$ cat config.mk
export PLATFORM = sky130hd
export DESIGN_NAME = scr_synth_cal_regs
export DESIGN_NICKNAME = d
export VERILOG_FILES = /design/src/scr_pkg.sv /design/src/scr_frame_if.sv /design/src/scr_serial_rx.sv /design/src/scr_synth_cal_regs.sv
export SDC_FILE = /design/constraint.sdc
export NUM_CORES = 1
export LEC_CHECK = 0
export ABC_AREA = 0
export ABC_CLOCK_PERIOD_IN_PS = 7460
export BUFFER_PORTS_ARGS = -buffer_cell sky130_fd_sc_hd__buf_4
export CORE_ASPECT_RATIO = 0.6
export CORE_MARGIN = 4
export CORE_UTILIZATION = 50
export DETAILED_ROUTE_END_ITERATION = 8
export PLACE_DENSITY = 0.64
export SLEW_MARGIN = 20
export SYNTH_ARGS = -nofsm -noshare
export SYNTH_HDL_FRONTEND = slang
export SYNTH_SLANG_ARGS = --single-unit
$ cat constraint.sdc
create_clock -name clk_i -period 7.46 [get_ports clk_i]
set_input_delay 0.746 -clock clk_i [delete_from_list [all_inputs] [get_ports clk_i]]
set_output_delay 0.746 -clock clk_i [all_outputs]
set_load 0.01 [all_outputs]
$ cat src/scr_pkg.sv
// Purpose: Shared constants for the synthesizer calibration register bank.
// Assumes: 24-bit serial frame, read/write flag first, then 7-bit address, 16-bit data.
// Notes: Bits that have no function here store whatever the host writes.
package scr_pkg;

    // Frame layout
    localparam int unsigned SCR_FRAME_BITS = 24;
    localparam int unsigned SCR_ADDR_W = 7;
    localparam int unsigned SCR_DATA_W = 16;
    localparam int unsigned SCR_RW_POS = 23;
    localparam int unsigned SCR_HDR_BITS = 8;

    // Register addresses
    localparam logic [6:0] SCR_ADDR_MAIN = 7'h00;
    localparam logic [6:0] SCR_ADDR_CDIV = 7'h01;
    localparam logic [6:0] SCR_ADDR_RSV2 = 7'h02;
    localparam logic [6:0] SCR_ADDR_AMPD = 7'h04;
    localparam logic [6:0] SCR_ADDR_RSV7 = 7'h07;
    localparam logic [6:0] SCR_ADDR_OSC = 7'h08;
    localparam logic [6:0] SCR_ADDR_REFP = 7'h09;

    // Field positions in main_control
    localparam int unsigned SCR_LOCK_DETECT_ENABLE_POS = 13;
    localparam int unsigned SCR_HPFD_LSB = 7;
    localparam int unsigned SCR_LPFD_LSB = 5;
    localparam int unsigned SCR_AMPLITUDE_CAL_ENABLE_POS = 4;
    localparam int unsigned SCR_FREQUENCY_CAL_ENABLE_POS = 3;
    localparam int unsigned SCR_PIN_SEL_POS = 2;
    localparam int unsigned SCR_RESET_POS = 1;
    localparam int unsigned SCR_PDN_POS = 0;

    // Field positions in the other registers
    localparam int unsigned SCR_CDIV_LSB = 0;
    localparam int unsigned SCR_CMP_DLY_LSB = 8;
    localparam int unsigned SCR_AMP_OVR_POS = 13;
    localparam int unsigned SCR_CAP_OVR_POS = 10;
    localparam int unsigned SCR_DOUBLER_POS = 11;
    localparam int unsigned SCR_REF_EN_POS = 9;

    // Reset values
    localparam logic [15:0] SCR_MAIN_RST = 16'h201c;
    localparam logic [15:0] SCR_CDIV_RST = 16'h0000;
    localparam logic [15:0] SCR_RSV2_RST = 16'h0000;
    localparam logic [15:0] SCR_AMPD_RST = 16'h1900;
    localparam logic [15:0] SCR_RSV7_RST = 16'h0000;
    localparam logic [15:0] SCR_OSC_RST = 16'h0000;
    localparam logic [15:0] SCR_REFP_RST = 16'h0200;

    // Frequency calibration length in calibration clock ticks
    localparam logic [8:0] SCR_FCAL_BASE_TICKS = 9'h010;
    localparam int unsigned SCR_FCAL_ADJ_SHIFT = 2;

    // Calibration sequencer states
    typedef enum logic [2:0] {
        SCR_CAL_IDLE = 3'b001,
        SCR_CAL_FREQ = 3'b010,
        SCR_CAL_AMP = 3'b100
    } scr_cal_state_t;

endpackage

$ cat src/scr_frame_if.sv
// Purpose: Carries decoded serial frames between the receiver and the register bank.
// Assumes: Both ends on clk_i.
// Notes: rd_data is combinational from the bank, sampled by the receiver.
`timescale 1ns/1ns
interface scr_frame_if;
    logic wr_stb;
    logic [6:0] wr_addr;
    logic [15:0] wr_data;
    logic [6:0] rd_addr;
    logic [15:0] rd_data;
    logic sdo;

    modport rx (
        output wr_stb,
        output wr_addr,
        output wr_data,
        output rd_addr,
        output sdo,
        input rd_data
    );

    modport regs (
        input wr_stb,
        input wr_addr,
        input wr_data,
        input rd_addr,
        input sdo,
        output rd_data
    );
endinterface

$ cat src/scr_serial_rx.sv
// Purpose: Four-wire serial receiver: shifts frames in and readback data out.
// Assumes: Serial clock at most about a tenth of clk_i, pins asynchronous.
// Notes: A write is committed only at chip-select release after exactly 24 bits.
`timescale 1ns/1ns
module scr_serial_rx
    import scr_pkg::*;
(
    // Clock and reset
    input wire logic clk_i,
    input wire logic rst_i,
    // Serial pins
    input wire logic csb_i,
    input wire logic sck_i,
    input wire logic sdi_i,
    // Frame carrier
    scr_frame_if.rx fr
);
    import scr_pkg::*;

    logic [2:0] sync1_reg;
    logic [2:0] sync2_reg;
    logic [2:0] prev_reg;
    logic [23:0] shift_reg, shift_next;
    logic [4:0] cnt_reg, cnt_next;
    logic [15:0] rd_shift_reg, rd_shift_next;
    logic load_reg, load_next;
    logic sdo_reg, sdo_next;
    logic wr_stb_reg, wr_stb_next;
    logic [6:0] wr_addr_reg, wr_addr_next;
    logic [15:0] wr_data_reg, wr_data_next;
    logic csb_s, sck_rise, sck_fall, csb_rise;

    ////////////////////////////////////////////////////////////////////////
    // Pin synchronisers; logic reads stage two
    always_ff @(posedge clk_i or posedge rst_i) begin
        if (rst_i) begin
            sync1_reg <= 3'h7;
            sync2_reg <= 3'h7;
            prev_reg <= 3'h7;
        end else begin
            sync1_reg <= {csb_i, sck_i, sdi_i};
            sync2_reg <= sync1_reg;
            prev_reg <= sync2_reg;
        end
    end

    assign csb_s = sync2_reg[2];
    assign sck_rise = sync2_reg[1] & ~prev_reg[1] & ~csb_s;
    assign sck_fall = ~sync2_reg[1] & prev_reg[1] & ~csb_s;
    assign csb_rise = sync2_reg[2] & ~prev_reg[2];

    ////////////////////////////////////////////////////////////////////////
    // Shift, count and readback next state
    always_comb begin
        shift_next = shift_reg;
        cnt_next = cnt_reg;
        rd_shift_next = rd_shift_reg;
        load_next = 1'b0;
        sdo_next = sdo_reg;
        wr_stb_next = 1'b0;
        wr_addr_next = wr_addr_reg;
        wr_data_next = wr_data_reg;
        if (csb_s) begin
            cnt_next = 5'h00;
            sdo_next = 1'b0;
        end else if (sck_rise) begin
            shift_next = {shift_reg[22:0], sync2_reg[0]};
            // Saturate: long frames are refused
            if (cnt_reg != 5'h1f) begin
                cnt_next = cnt_reg + 5'h01;
            end
            load_next = (cnt_reg == 5'(SCR_HDR_BITS - 1));
        end else if (sck_fall && cnt_reg >= 5'(SCR_HDR_BITS)) begin
            // Changes on SCK fall in any frame; host samples on the rise
            sdo_next = rd_shift_reg[15];
            rd_shift_next = {rd_shift_reg[14:0], 1'b0};
        end
        if (load_reg) begin
            rd_shift_next = fr.rd_data;
        end
        if (csb_rise && cnt_reg == 5'(SCR_FRAME_BITS) && !shift_reg[SCR_RW_POS]) begin
            wr_stb_next = 1'b1;
            wr_addr_next = shift_reg[22:16];
            wr_data_next = shift_reg[15:0];
        end
    end

    always_ff @(posedge clk_i or posedge rst_i) begin
        if (rst_i) begin
            shift_reg <= 24'h000000;
            cnt_reg <= 5'h00;
            rd_shift_reg <= 16'h0000;
            load_reg <= 1'b0;
            sdo_reg <= 1'b0;
            wr_stb_reg <= 1'b0;
            wr_addr_reg <= 7'h00;
            wr_data_reg <= 16'h0000;
        end else begin
            shift_reg <= shift_next;
            cnt_reg <= cnt_next;
            rd_shift_reg <= rd_shift_next;
            load_reg <= load_next;
            sdo_reg <= sdo_next;
            wr_stb_reg <= wr_stb_next;
            wr_addr_reg <= wr_addr_next;
            wr_data_reg <= wr_data_next;
        end
    end

    // Carrier outputs
    assign fr.wr_stb = wr_stb_reg;
    assign fr.wr_addr = wr_addr_reg;
    assign fr.wr_data = wr_data_reg;
    assign fr.rd_addr = shift_reg[6:0];
    assign fr.sdo = sdo_reg;
endmodule

$ cat src/scr_synth_cal_regs.sv
// Purpose: Calibration and control register bank of a wideband synthesizer.
// Assumes: Reference input well below clk_i/2 so its edges can be sampled.
// Notes: Calibration timing is modelled by counting divided reference ticks.
`timescale 1ns/1ns
module scr_synth_cal_regs
    import scr_pkg::*;
(
    // Clock and reset
    input wire logic clk_i,
    input wire logic rst_i,
    // Serial programming pins
    input wire logic csb_i,
    input wire logic sck_i,
    input wire logic sdi_i,
    // Analog-side inputs
    input wire logic reference_input_i,
    input wire logic pll_locked_i,
    // Status pin
    output logic multiplexed_status_pin_o,
    // Control outputs
    output logic lock_detect_enable_o,
    output logic power_down_o,
    output logic device_reset_o,
    output logic ref_path_enable_o,
    output logic reference_doubler_o,
    output logic amplitude_override_o,
    output logic cap_bank_override_o,
    output logic freq_cal_active_o,
    output logic amp_cal_active_o
);
    import scr_pkg::*;

    scr_frame_if fr ();

    scr_serial_rx u_rx (
        .clk_i(clk_i),
        .rst_i(rst_i),
        .csb_i(csb_i),
        .sck_i(sck_i),
        .sdi_i(sdi_i),
        .fr(fr)
    );

    logic [15:0] main_reg, main_next;
    logic [15:0] cdiv_reg, cdiv_next;
    logic [15:0] rsv2_reg, rsv2_next;
    logic [15:0] ampd_reg, ampd_next;
    logic [15:0] rsv7_reg, rsv7_next;
    logic [15:0] osc_reg, osc_next;
    logic [15:0] refp_reg, refp_next;
    logic soft_rst_reg, soft_rst_next;
    logic cal_start;

    // Readback multiplexer; unmapped addresses read as zero
    function automatic logic [15:0] scr_read(input logic [6:0] a,
                                             input logic [15:0] r0, input logic [15:0] r1,
                                             input logic [15:0] r2, input logic [15:0] r4,
                                             input logic [15:0] r7, input logic [15:0] r8,
                                             input logic [15:0] r9);
        logic [15:0] v;
        v = 16'h0000;
        unique case (a)
            SCR_ADDR_MAIN: v = r0;
            SCR_ADDR_CDIV: v = r1;
            SCR_ADDR_RSV2: v = r2;
            SCR_ADDR_AMPD: v = r4;
            SCR_ADDR_RSV7: v = r7;
            SCR_ADDR_OSC: v = r8;
            SCR_ADDR_REFP: v = r9;
            default: v = 16'h0000;
        endcase
        return v;
    endfunction

    assign fr.rd_data = scr_read(fr.rd_addr, main_reg, cdiv_reg, rsv2_reg,
                                 ampd_reg, rsv7_reg, osc_reg, refp_reg);

    ////////////////////////////////////////////////////////////////////////
    // Register file next state
    always_comb begin
        main_next = main_reg;
        cdiv_next = cdiv_reg;
        rsv2_next = rsv2_reg;
        ampd_next = ampd_reg;
        rsv7_next = rsv7_reg;
        osc_next = osc_reg;
        refp_next = refp_reg;
        soft_rst_next = 1'b0;
        if (soft_rst_reg) begin
            // A frame in the reset cycle is dropped
            main_next = SCR_MAIN_RST;
            cdiv_next = SCR_CDIV_RST;
            rsv2_next = SCR_RSV2_RST;
            ampd_next = SCR_AMPD_RST;
            rsv7_next = SCR_RSV7_RST;
            osc_next = SCR_OSC_RST;
            refp_next = SCR_REFP_RST;
        end else if (fr.wr_stb) begin
            unique case (fr.wr_addr)
                SCR_ADDR_MAIN: begin
                    main_next = fr.wr_data;
                    main_next[SCR_RESET_POS] = 1'b0;
                    soft_rst_next = fr.wr_data[SCR_RESET_POS];
                end
                SCR_ADDR_CDIV: cdiv_next = fr.wr_data;
                SCR_ADDR_RSV2: rsv2_next = fr.wr_data;
                SCR_ADDR_AMPD: ampd_next = fr.wr_data;
                SCR_ADDR_RSV7: rsv7_next = fr.wr_data;
                SCR_ADDR_OSC: osc_next = fr.wr_data;
                SCR_ADDR_REFP: refp_next = fr.wr_data;
                default: ;
            endcase
        end
    end

    always_ff @(posedge clk_i or posedge rst_i) begin
        if (rst_i) begin
            main_reg <= SCR_MAIN_RST;
            cdiv_reg <= SCR_CDIV_RST;
            rsv2_reg <= SCR_RSV2_RST;
            ampd_reg <= SCR_AMPD_RST;
            rsv7_reg <= SCR_RSV7_RST;
            osc_reg <= SCR_OSC_RST;
            refp_reg <= SCR_REFP_RST;
            soft_rst_reg <= 1'b0;
        end else begin
            main_reg <= main_next;
            cdiv_reg <= cdiv_next;
            rsv2_reg <= rsv2_next;
            ampd_reg <= ampd_next;
            rsv7_reg <= rsv7_next;
            osc_reg <= osc_next;
            refp_reg <= refp_next;
            soft_rst_reg <= soft_rst_next;
        end
    end

    // Start on a written one, never with a reset or power-down
    assign cal_start = fr.wr_stb && fr.wr_addr == SCR_ADDR_MAIN &&
                       fr.wr_data[SCR_FREQUENCY_CAL_ENABLE_POS] && !fr.wr_data[SCR_RESET_POS] &&
                       !fr.wr_data[SCR_PDN_POS] && !soft_rst_reg;

    ////////////////////////////////////////////////////////////////////////
    // Calibration clock: divided reference edges become one-cycle ticks
    logic ref1_reg, ref2_reg, ref3_reg;
    logic [6:0] div_cnt_reg, div_cnt_next;
    logic tick_reg, tick_next;
    logic ref_edge;
    logic [7:0] div_mask;

    always_ff @(posedge clk_i or posedge rst_i) begin
        if (rst_i) begin
            ref1_reg <= 1'b0;
            ref2_reg <= 1'b0;
            ref3_reg <= 1'b0;
        end else begin
            ref1_reg <= reference_input_i;
            ref2_reg <= ref1_reg;
            ref3_reg <= ref2_reg;
        end
    end

    // Divider counts rising pin edges; the doubler bit does not change the ticks
    assign ref_edge = refp_reg[SCR_REF_EN_POS] && ref2_reg && !ref3_reg;
    assign div_mask = (8'h01 << cdiv_reg[SCR_CDIV_LSB +: 3]) - 8'h01;

    always_comb begin
        div_cnt_next = div_cnt_reg;
        tick_next = 1'b0;
        if (ref_edge) begin
            if (div_cnt_reg >= div_mask[6:0]) begin
                div_cnt_next = 7'h00;
                tick_next = 1'b1;
            end else begin
                div_cnt_next = div_cnt_reg + 7'h01;
            end
        end
    end

    always_ff @(posedge clk_i or posedge rst_i) begin
        if (rst_i) begin
            div_cnt_reg <= 7'h00;
            tick_reg <= 1'b0;
        end else begin
            div_cnt_reg <= div_cnt_next;
            tick_reg <= tick_next;
        end
    end

    ////////////////////////////////////////////////////////////////////////
    // Calibration sequencer: frequency phase, then amplitude phase
    scr_cal_state_t cal_state_reg, cal_state_next;
    logic [8:0] timer_reg, timer_next;
    logic freq_run, amp_run;
    logic [8:0] freq_len;
    logic [2:0] adj_sum;

    assign freq_run = main_reg[SCR_FREQUENCY_CAL_ENABLE_POS] && !osc_reg[SCR_CAP_OVR_POS];
    assign amp_run = main_reg[SCR_AMPLITUDE_CAL_ENABLE_POS] && !osc_reg[SCR_AMP_OVR_POS];
    // Adjusts taken from the starting write
    assign adj_sum = {1'b0, fr.wr_data[SCR_HPFD_LSB +: 2]} +
                     {1'b0, fr.wr_data[SCR_LPFD_LSB +: 2]};
    assign freq_len = SCR_FCAL_BASE_TICKS + 9'({adj_sum, 2'b00});

    always_comb begin
        cal_state_next = cal_state_reg;
        timer_next = timer_reg;
        if (main_reg[SCR_PDN_POS] || soft_rst_reg) begin
            cal_state_next = SCR_CAL_IDLE;
            timer_next = 9'h000;
        end else begin
            unique case (cal_state_reg)
                SCR_CAL_IDLE: begin
                    if (cal_start) begin
                        // Overrides as stored before this write
                        if (!osc_reg[SCR_CAP_OVR_POS]) begin
                            cal_state_next = SCR_CAL_FREQ;
                            timer_next = freq_len;
                        end else if (amp_run) begin
                            cal_state_next = SCR_CAL_AMP;
                            timer_next = {1'b0, ampd_reg[SCR_CMP_DLY_LSB +: 8]};
                        end
                    end
                end
                SCR_CAL_FREQ: begin
                    if (!freq_run) begin
                        cal_state_next = SCR_CAL_IDLE;
                    end else if (timer_reg == 9'h000) begin
                        if (amp_run) begin
                            cal_state_next = SCR_CAL_AMP;
                            timer_next = {1'b0, ampd_reg[SCR_CMP_DLY_LSB +: 8]};
                        end else begin
                            cal_state_next = SCR_CAL_IDLE;
                        end
                    end else if (tick_reg) begin
                        timer_next = timer_reg - 9'h001;
                    end
                end
                SCR_CAL_AMP: begin
                    if (!amp_run || timer_reg == 9'h000) begin
                        cal_state_next = SCR_CAL_IDLE;
                    end else if (tick_reg) begin
                        timer_next = timer_reg - 9'h001;
                    end
                end
                default: begin
                    cal_state_next = SCR_CAL_IDLE;
                    timer_next = 9'h000;
                end
            endcase
        end
    end

    always_ff @(posedge clk_i or posedge rst_i) begin
        if (rst_i) begin
            cal_state_reg <= SCR_CAL_IDLE;
            timer_reg <= 9'h000;
        end else begin
            cal_state_reg <= cal_state_next;
            timer_reg <= timer_next;
        end
    end

    ////////////////////////////////////////////////////////////////////////
    // Status pin: lock status or readback, registered
    logic lock1_reg, lock2_reg;
    logic pin_reg, pin_next;

    always_ff @(posedge clk_i or posedge rst_i) begin
        if (rst_i) begin
            lock1_reg <= 1'b0;
            lock2_reg <= 1'b0;
        end else begin
            lock1_reg <= pll_locked_i;
            lock2_reg <= lock1_reg;
        end
    end

    // Lock reads low while calibrating, down or disabled
    always_comb begin
        if (main_reg[SCR_PIN_SEL_POS]) begin
            pin_next = main_reg[SCR_LOCK_DETECT_ENABLE_POS] && lock2_reg && !main_reg[SCR_PDN_POS] &&
                       cal_state_reg == SCR_CAL_IDLE;
        end else begin
            pin_next = fr.sdo;
        end
    end

    always_ff @(posedge clk_i or posedge rst_i) begin
        if (rst_i) begin
            pin_reg <= 1'b0;
        end else begin
            pin_reg <= pin_next;
        end
    end

    ////////////////////////////////////////////////////////////////////////
    // Outputs, all straight from flip-flops
    assign multiplexed_status_pin_o = pin_reg;
    assign lock_detect_enable_o = main_reg[SCR_LOCK_DETECT_ENABLE_POS];
    assign power_down_o = main_reg[SCR_PDN_POS];
    assign device_reset_o = soft_rst_reg;
    assign ref_path_enable_o = refp_reg[SCR_REF_EN_POS];
    assign reference_doubler_o = refp_reg[SCR_DOUBLER_POS];
    assign amplitude_override_o = osc_reg[SCR_AMP_OVR_POS];
    assign cap_bank_override_o = osc_reg[SCR_CAP_OVR_POS];
    assign freq_cal_active_o = cal_state_reg[1];
    assign amp_cal_active_o = cal_state_reg[2];
endmodule

==> run summary, run 1 <==
VDD IR max: 0.140 mV
P_int: 1.83 mW
top-level port count: 17
area grow syn2layout: 8.16%
endpoint type of the worst setup path: primary output
Ant. Diodes: 0
flops & latches, synth: 217
root buffer cell: clkbuf_16
critical path's largest stage delay: 0.86 ns
Rows: 40
Sw Share: 26.4%
PwrDens: 218 nW/um2
core area: 20400 um2
CP Max Fanout: 62
status: finished, final reports clean
Remaining Overflow, GRT: 0
Post-CTS Resized: 0
Top cell by count, worst path: buf_4
# hold bufs at CTS: 0
first-pass GRT wire length: 42800 um
setup tns final: 0 ns
final antenna-violating net count: 0
share of layout cells above drive strength 1: 12.3%
P_sw: 656 uW
clock sink count: 217
Clock transition at path regs: 0.07 ns
CP required: 6.71 ns
fmax: 0.333 GHz
EDFF count, synth: 0
total power: 2.48 mW
port bufs: 16
family with the most delay on the worst path: flip-flops
final wirelength: 26800 um
Setup-failing EPs final: 0
Vias/cell: 5.97
antenna violations before repair: 0
Lkg Pwr: 5.66 nW
critical path launch point type: flip-flop
cell count after synthesis: 1014
CP cell instances: buf_4 -> buf_4
post-CTS setup buffers: 0
Clk pwr share: 40.2%
Largest register FFs: 24
Pins Over Slew Limit: 0
Synth async-reset ratio: 100%
Comb pwr share: 9.4%
RSZ-0062 raised after global routing: false
Flop pwr share: 50.4%
R2R cell count: 7
Slew HR: 24.0%
Initial Util: 51.7%
Most used DFF post-synth: dfrtp_1
WL per Instance: 21.0 um
largest net degree at the start of global routing: 92
number of max-cap violations: 0
Least-Margin Pin Slew: 1.14 ns
drt drc: 0
final hold slack: 0.348 ns
count of cell types in the netlist: 75
crit path DAT: 2.26 ns
GRT Util Overall: 22.9%
sequential area share after synthesis: 51.7%
Layout Nets: 1011
routed vias: 7622
Final GP Congestion: 0.884
Final Critical Period: 3.00 ns
chip height: 120 um
post-detail-place hpwl: 17900 um
number of global-route vias before repair: 7089
setup slack, reg-to-reg: 4.84 ns
Clock Latency Late Sink: 0.49 ns
post-synthesis cell area: 10500 um2
Finished Cell Area: 11400 um2
Die Area: 23500 um2
Max Clock Skew: 0.00732 ns
worst setup path class: reg2out
Tcrit/Tclk final: 40.3%
post-synthesis area per instance: 10.4 um2
Worst Path Buf+Inv: 2
slowest CP cell: dfrtp_4
RR Startpoint: cdiv_reg[1]
Post-Syn Nets: 1035
Worst Hold Class: in2async
Yosys warnings: 0
final hold violations: 0
initial DRC count: 849
FF-to-FF End: div_cnt_reg[5]
Placed Area: 10800 um2
die width: 195 um
CTS H-tree lvls: 1
CTS tree: yes
CTS Buffer Depth: 3
number of CTS-inserted buffers: 21
first-pass iteration count of the detailed router: 5
fillers: 1759
[worst register-to-register path, cell delays in order (launching register included)]
cell	delay (ns)
dfrtp_1	0.49
or3_1	0.39
ha_1	0.26
nand2b_1	0.14
a211o_1	0.31
a221oi_1	0.57
nor2_1	0.24
nor2_1	0.15
[per-stage QoR]
stage          std cells  util [%]  setup slack (ns)
5_1_grt             1276      55.9              4.36
6_report            1276      55.9              4.46
4_1_cts             1276      55.9              4.47
3_5_place_dp        1240      52.9              4.86
2_1_floorplan       1014         -             0.806
3_3_place_gp        1240      52.9              4.91
[final cells by class]
class	count	area [um2]	area share, %
clock buffers	33	611	5.36
well taps	273	342	3.00
flip-flops and latches	217	5460	47.9
clock inverters	3	17.5	0.154
inverters	11	48.8	0.428
multi-input cells	712	4720	41.4
repair buffers	27	203	1.78
[power by group through the flow]
| stage | clock network (mW) | logic, mW | registers, mW |
|---|---|---|---|
| floorplan | 0 | 0.186 | 1.25 |
| detailed placement | 0 | 0.230 | 1.27 |
| global placement | 0 | 0.227 | 1.27 |
| global route | 1.07 | 0.249 | 1.25 |
| finish | 1.00 | 0.232 | 1.25 |
| CTS | 1.02 | 0.230 | 1.25 |
[layout by cell type, fill, tap and decap left out, types with 4 or more instances in the layout]
master | netlist | routed
a211o_1 | 5 | 5
a211oi_1 | 5 | 5
a21o_1 | 5 | 5
a21oi_1 | 42 | 42
a221oi_1 | 10 | 10
a222oi_1 | 5 | 5
a22o_1 | 11 | 11
a22oi_1 | 16 | 16
a31oi_1 | 5 | 4
and2_1 | 4 | 4
and3_1 | 10 | 10
buf_4 | 4 | 27
clkbuf_1 | 40 | 8
clkbuf_16 | 0 | 21
clkbuf_8 | 0 | 4
dfrtp_1 | 200 | 199
dfstp_2 | 17 | 17
ha_1 | 13 | 13
inv_1 | 11 | 10
mux2_2 | 24 | 24
mux2i_1 | 109 | 109
nand2_1 | 138 | 138
nand2b_1 | 4 | 4
nand3_1 | 13 | 13
nand3b_1 | 6 | 6
nor2_1 | 138 | 137
nor2b_1 | 10 | 10
nor3_1 | 7 | 7
nor3b_1 | 20 | 20
o211ai_1 | 6 | 6
o21ai_0 | 14 | 14
o21ai_1 | 4 | 4
o221ai_1 | 4 | 4
o22ai_1 | 9 | 9
o2bb2ai_1 | 7 | 7
xnor2_1 | 7 | 7
xor2_1 | 4 | 4
[routing by layer]
layer	share of wire, %	global-route usage, %	wire length (um)
met5	0	0	0
met4	1.3	3.57	354
met3	9.8	6.38	2630
met2	38	28.8	10200
met1	51	38.6	13600
[worst max path at each step]
stage | start | endpoint | slack (ns) | depth (start not counted)
3_5_place_dp | cdiv_reg[2] | div_cnt_reg[5] | 4.86 | 7
3_3_place_gp | cdiv_reg[2] | div_cnt_reg[6] | 4.91 | 7
2_1_floorplan | rst_i | ampd_reg[0] | 0.81 | 1
5_1_grt | device_reset_o | device_reset_o | 4.36 | 2
4_1_cts | device_reset_o | device_reset_o | 4.47 | 2
6_report | device_reset_o | device_reset_o | 4.46 | 2
[cells by family (layout without fill, tap and decap cells)]
group / after synthesis / after routing / share of synthesized area (%)
AND/OR/NAND/NOR: 388 / 388 / 17.9
flip-flops: 217 / 217 / 51.7
AO/OA/AOI/OAI: 166 / 166 / 11.2
multiplexers: 133 / 133 / 12.9
buffers and inverters: 85 / 74 / 3.55
adder cells (fa/ha/maj): 14 / 14 / 1.73
XOR/XNOR: 11 / 11 / 0.914
[synth_stat cells (3+ instances only)]
master,number,share of area [%]
nor3_1,7,0.33
a31oi_1,5,0.30
a211o_1,5,0.42
mux2_2,24,2.6
nor2_1,138,4.9
dfstp_2,17,4.2
a221oi_1,10,0.83
nand4b_1,3,0.25
a211oi_1,5,0.36
dfrtp_1,200,48
xor2_1,4,0.33
nor2b_1,10,0.59
a222oi_1,5,0.48
nand4_1,3,0.18
o21ai_0,14,0.67
mux2i_1,109,10
buf_2,25,1.2
nand2_1,138,4.9
nand3_1,13,0.62
o22ai_1,9,0.53
o2bb2ai_1,7,0.58
buf_1,3,0.11
or3_1,3,0.18
buf_4,4,0.29
o221ai_1,4,0.33
clkbuf_1,40,1.4
o211a_1,3,0.29
o211ai_1,6,0.43
and2_1,4,0.24
a22o_1,11,0.91
inv_1,11,0.39
nor3b_1,20,1.4
nand2b_1,4,0.24
ha_1,13,1.5
a21o_1,5,0.36
o21ai_1,4,0.19
a21oi_1,42,2.0
xnor2_1,7,0.58
and3_1,10,0.59
a22oi_1,16,1.1
nand3b_1,6,0.43
Note: power is estimated with default switching activity, not from simulation.
==> inputs of run 2 (changes only) <==
- ABC_CLOCK_PERIOD_IN_PS: 7460 -> 3150
- clock period: 7.46 -> 3.15 ns (I/O delays scaled with it)
==> run 2 against run 1 <==
  * First-iteration DRC count grew 10%
  * Core utilization grew 1.6 points
  * Total power grew to 2.5 times the previous value
  * Register-to-register slack lost 4.1 ns
  * Cell area grew 2.8%
  * Sequential power grew 140%
==> run summary, run 2 (synthesis gave the netlist of run 1 again) <==
Vias/cell: 5.98 (+0.18%)
Slew HR: 39.4% (+15 points)
CP Max Fanout: 9 (-85%)
Pins Over Slew Limit: 0 (unchanged)
Post-Layout Cell Count: 1303 (+2.1%)
setup tns final: 0 ns (unchanged)
number of CTS-inserted buffers: 22 (+4.8%)
chip height: 120 um (unchanged)
Layout Nets: 1035 (+2.4%)
die width: 195 um (unchanged)
Flop pwr share: 47.2% (-3.2 points)
number of global-route vias before repair: 7357 (+3.8%)
Post-CTS Resized: 0 (unchanged)
Remaining Overflow, GRT: 0 (unchanged)
P_int: 4.62 mW (+150%)
final wirelength: 27300 um (+1.9%)
root buffer cell: clkbuf_16
core area: 20400 um2 (unchanged)
share of layout cells above drive strength 1: 14.3% (+2.0 points)
number of max-cap violations: 0 (unchanged)
crit path DAT: 2.90 ns (+0.64 ns)
post-detail-place hpwl: 18100 um (+0.64%)
fmax: 0.407 GHz
Clock transition at path regs: 0.06 ns (about the same)
worst setup path class: reg2reg
RSZ-0062 raised after global routing: false
PwrDens: 535 nW/um2 (+150%)
Ant. Diodes: 0 (unchanged)
first-pass GRT wire length: 44300 um (+3.4%)
port bufs: 16 (unchanged)
final hold slack: 0.352 ns (+0.00414 ns)
VDD IR max: 0.393 mV (+180%)
post-CTS setup buffers: 0 (unchanged)
area grow syn2layout: 11.2%
setup slack, reg-to-reg: 0.70 ns (-4.14 ns)
Sw Share: 26.3% (-0.061 points)
status: finished, final reports clean
Lkg Pwr: 5.83 nW (+3.1%)
Initial Util: 51.7% (unchanged)
CTS H-tree lvls: 1 (unchanged)
Die Area: 23500 um2 (unchanged)
drt drc: 0 (unchanged)
final antenna-violating net count: 0 (unchanged)
antenna violations before repair: 0 (unchanged)
critical path launch point type: flip-flop
Placed Area: 10900 um2 (+1.4%)
setup slack after layout: 0.695 ns (-3.76 ns)
Tcrit/Tclk final: 77.9%
# hold bufs at CTS: 6 (+6)
Clk pwr share: 42.9% (+2.7 points)
Final GP Congestion: 0.869 (-1.7%)
top-level port count: 17 (unchanged)
commonest cells after routing, fill and taps aside: dfrtp_1 (199), nand2_1 (138), nor2_1 (137)
routed vias: 7797 (+2.3%)
Rows: 40 (unchanged)
dpl ws: 0.711 ns (-4.15 ns)
Worst Hold Class: reg2reg
Final Critical Period: 2.45 ns
GRT Util Overall: 23.8% (+0.89 points)
placed insts: 1257 (+1.4%)
Comb pwr share: 9.8% (+0.4 points)
CP required: 3.59 ns (-3.12 ns)
Final Core Density: 57.5% (+1.6 points)
first-pass iteration count of the detailed router: 6 (+1)
Finished Cell Area: 11700 um2 (+2.8%)
total power: 6.27 mW (+150%)
WL per Instance: 21.0 um (-0.17%)
endpoint type of the worst setup path: flip-flop
CTS tree: yes
Clock Latency Late Sink: 0.53 ns (+0.04 ns)
Least-Margin Pin Slew: 0.910 ns (-0.230 ns)
Max Clock Skew: 0.0175 ns (+0.0102 ns)
largest net degree at the start of global routing: 152 (+65%)
CTS Buffer Depth: 3 (unchanged)
clock sink count: 217 (unchanged)
commonest non-fill, non-tap cell in the layout: dfrtp_1
fillers: 1753 (-0.34%)
final hold violations: 0 (unchanged)
initial DRC count: 935 (+10%)
P_sw: 1.65 mW (+150%)
Largest register FFs: 24 (unchanged)
Setup-failing EPs final: 0 (unchanged)
==> run 2: final cells by class <==
| cell class | count | area (um2) | area share (%) |
|---|---|---|---|
| Sequential cell | 217 | 5460 | 46.6 |
| Multi-Input combinational cell | 712 | 4720 | 40.3 |
| Clock buffer | 32 | 638 | 5.45 |
| Timing Repair Buffer | 50 | 415 | 3.55 |
| Tap cell | 273 | 342 | 2.92 |
| Clock inverter | 8 | 104 | 0.886 |
| Inverter | 11 | 45.0 | 0.384 |
==> run 2: routing by layer <==
layer	wire length [um]	up-vias	GRT usage, %
li1	-	3568	-
met1	13800	3874	39.7
met2	10900	320	31.4
met3	2180	35	4.71
met4	403	0	4.80
met5	0	-	0
==> run 2: power by group through the flow <==
stage | sequential, mW | clock [mW] | combinational [mW]
after global routing | 2.97 | 2.88 | 0.668
after global placement | 3.00 | 0 | 0.602
after floorplan | 2.96 | 0 | 0.440
after detailed placement | 3.01 | 0 | 0.600
after CTS | 2.96 | 2.74 | 0.609
final | 2.96 | 2.69 | 0.616
==> run 2: worst max-delay path, stage by stage (launching register included) <==
cell	delay, ns
dfrtp_1	0.46
or3_1	0.40
ha_1	0.27
nand2b_1	0.14
a211o_1	0.28
a221oi_1	0.48
nor2_1	0.21
nor2_1	0.15
==> run 2: final timing paths <==
path                        startpoint                   end  cells past startpoint
max in group asynchronous        rst_i        device_reset_o                      4
setup / recovery           cdiv_reg[2]        div_cnt_reg[6]                      7
min in group asynchronous        rst_i  u_rx.rd_shift_reg[4]                      4
setup reg to reg           cdiv_reg[2]        div_cnt_reg[6]                      7
hold reg to reg              lock1_reg             lock2_reg                      0
hold / removal               lock1_reg             lock2_reg                      0
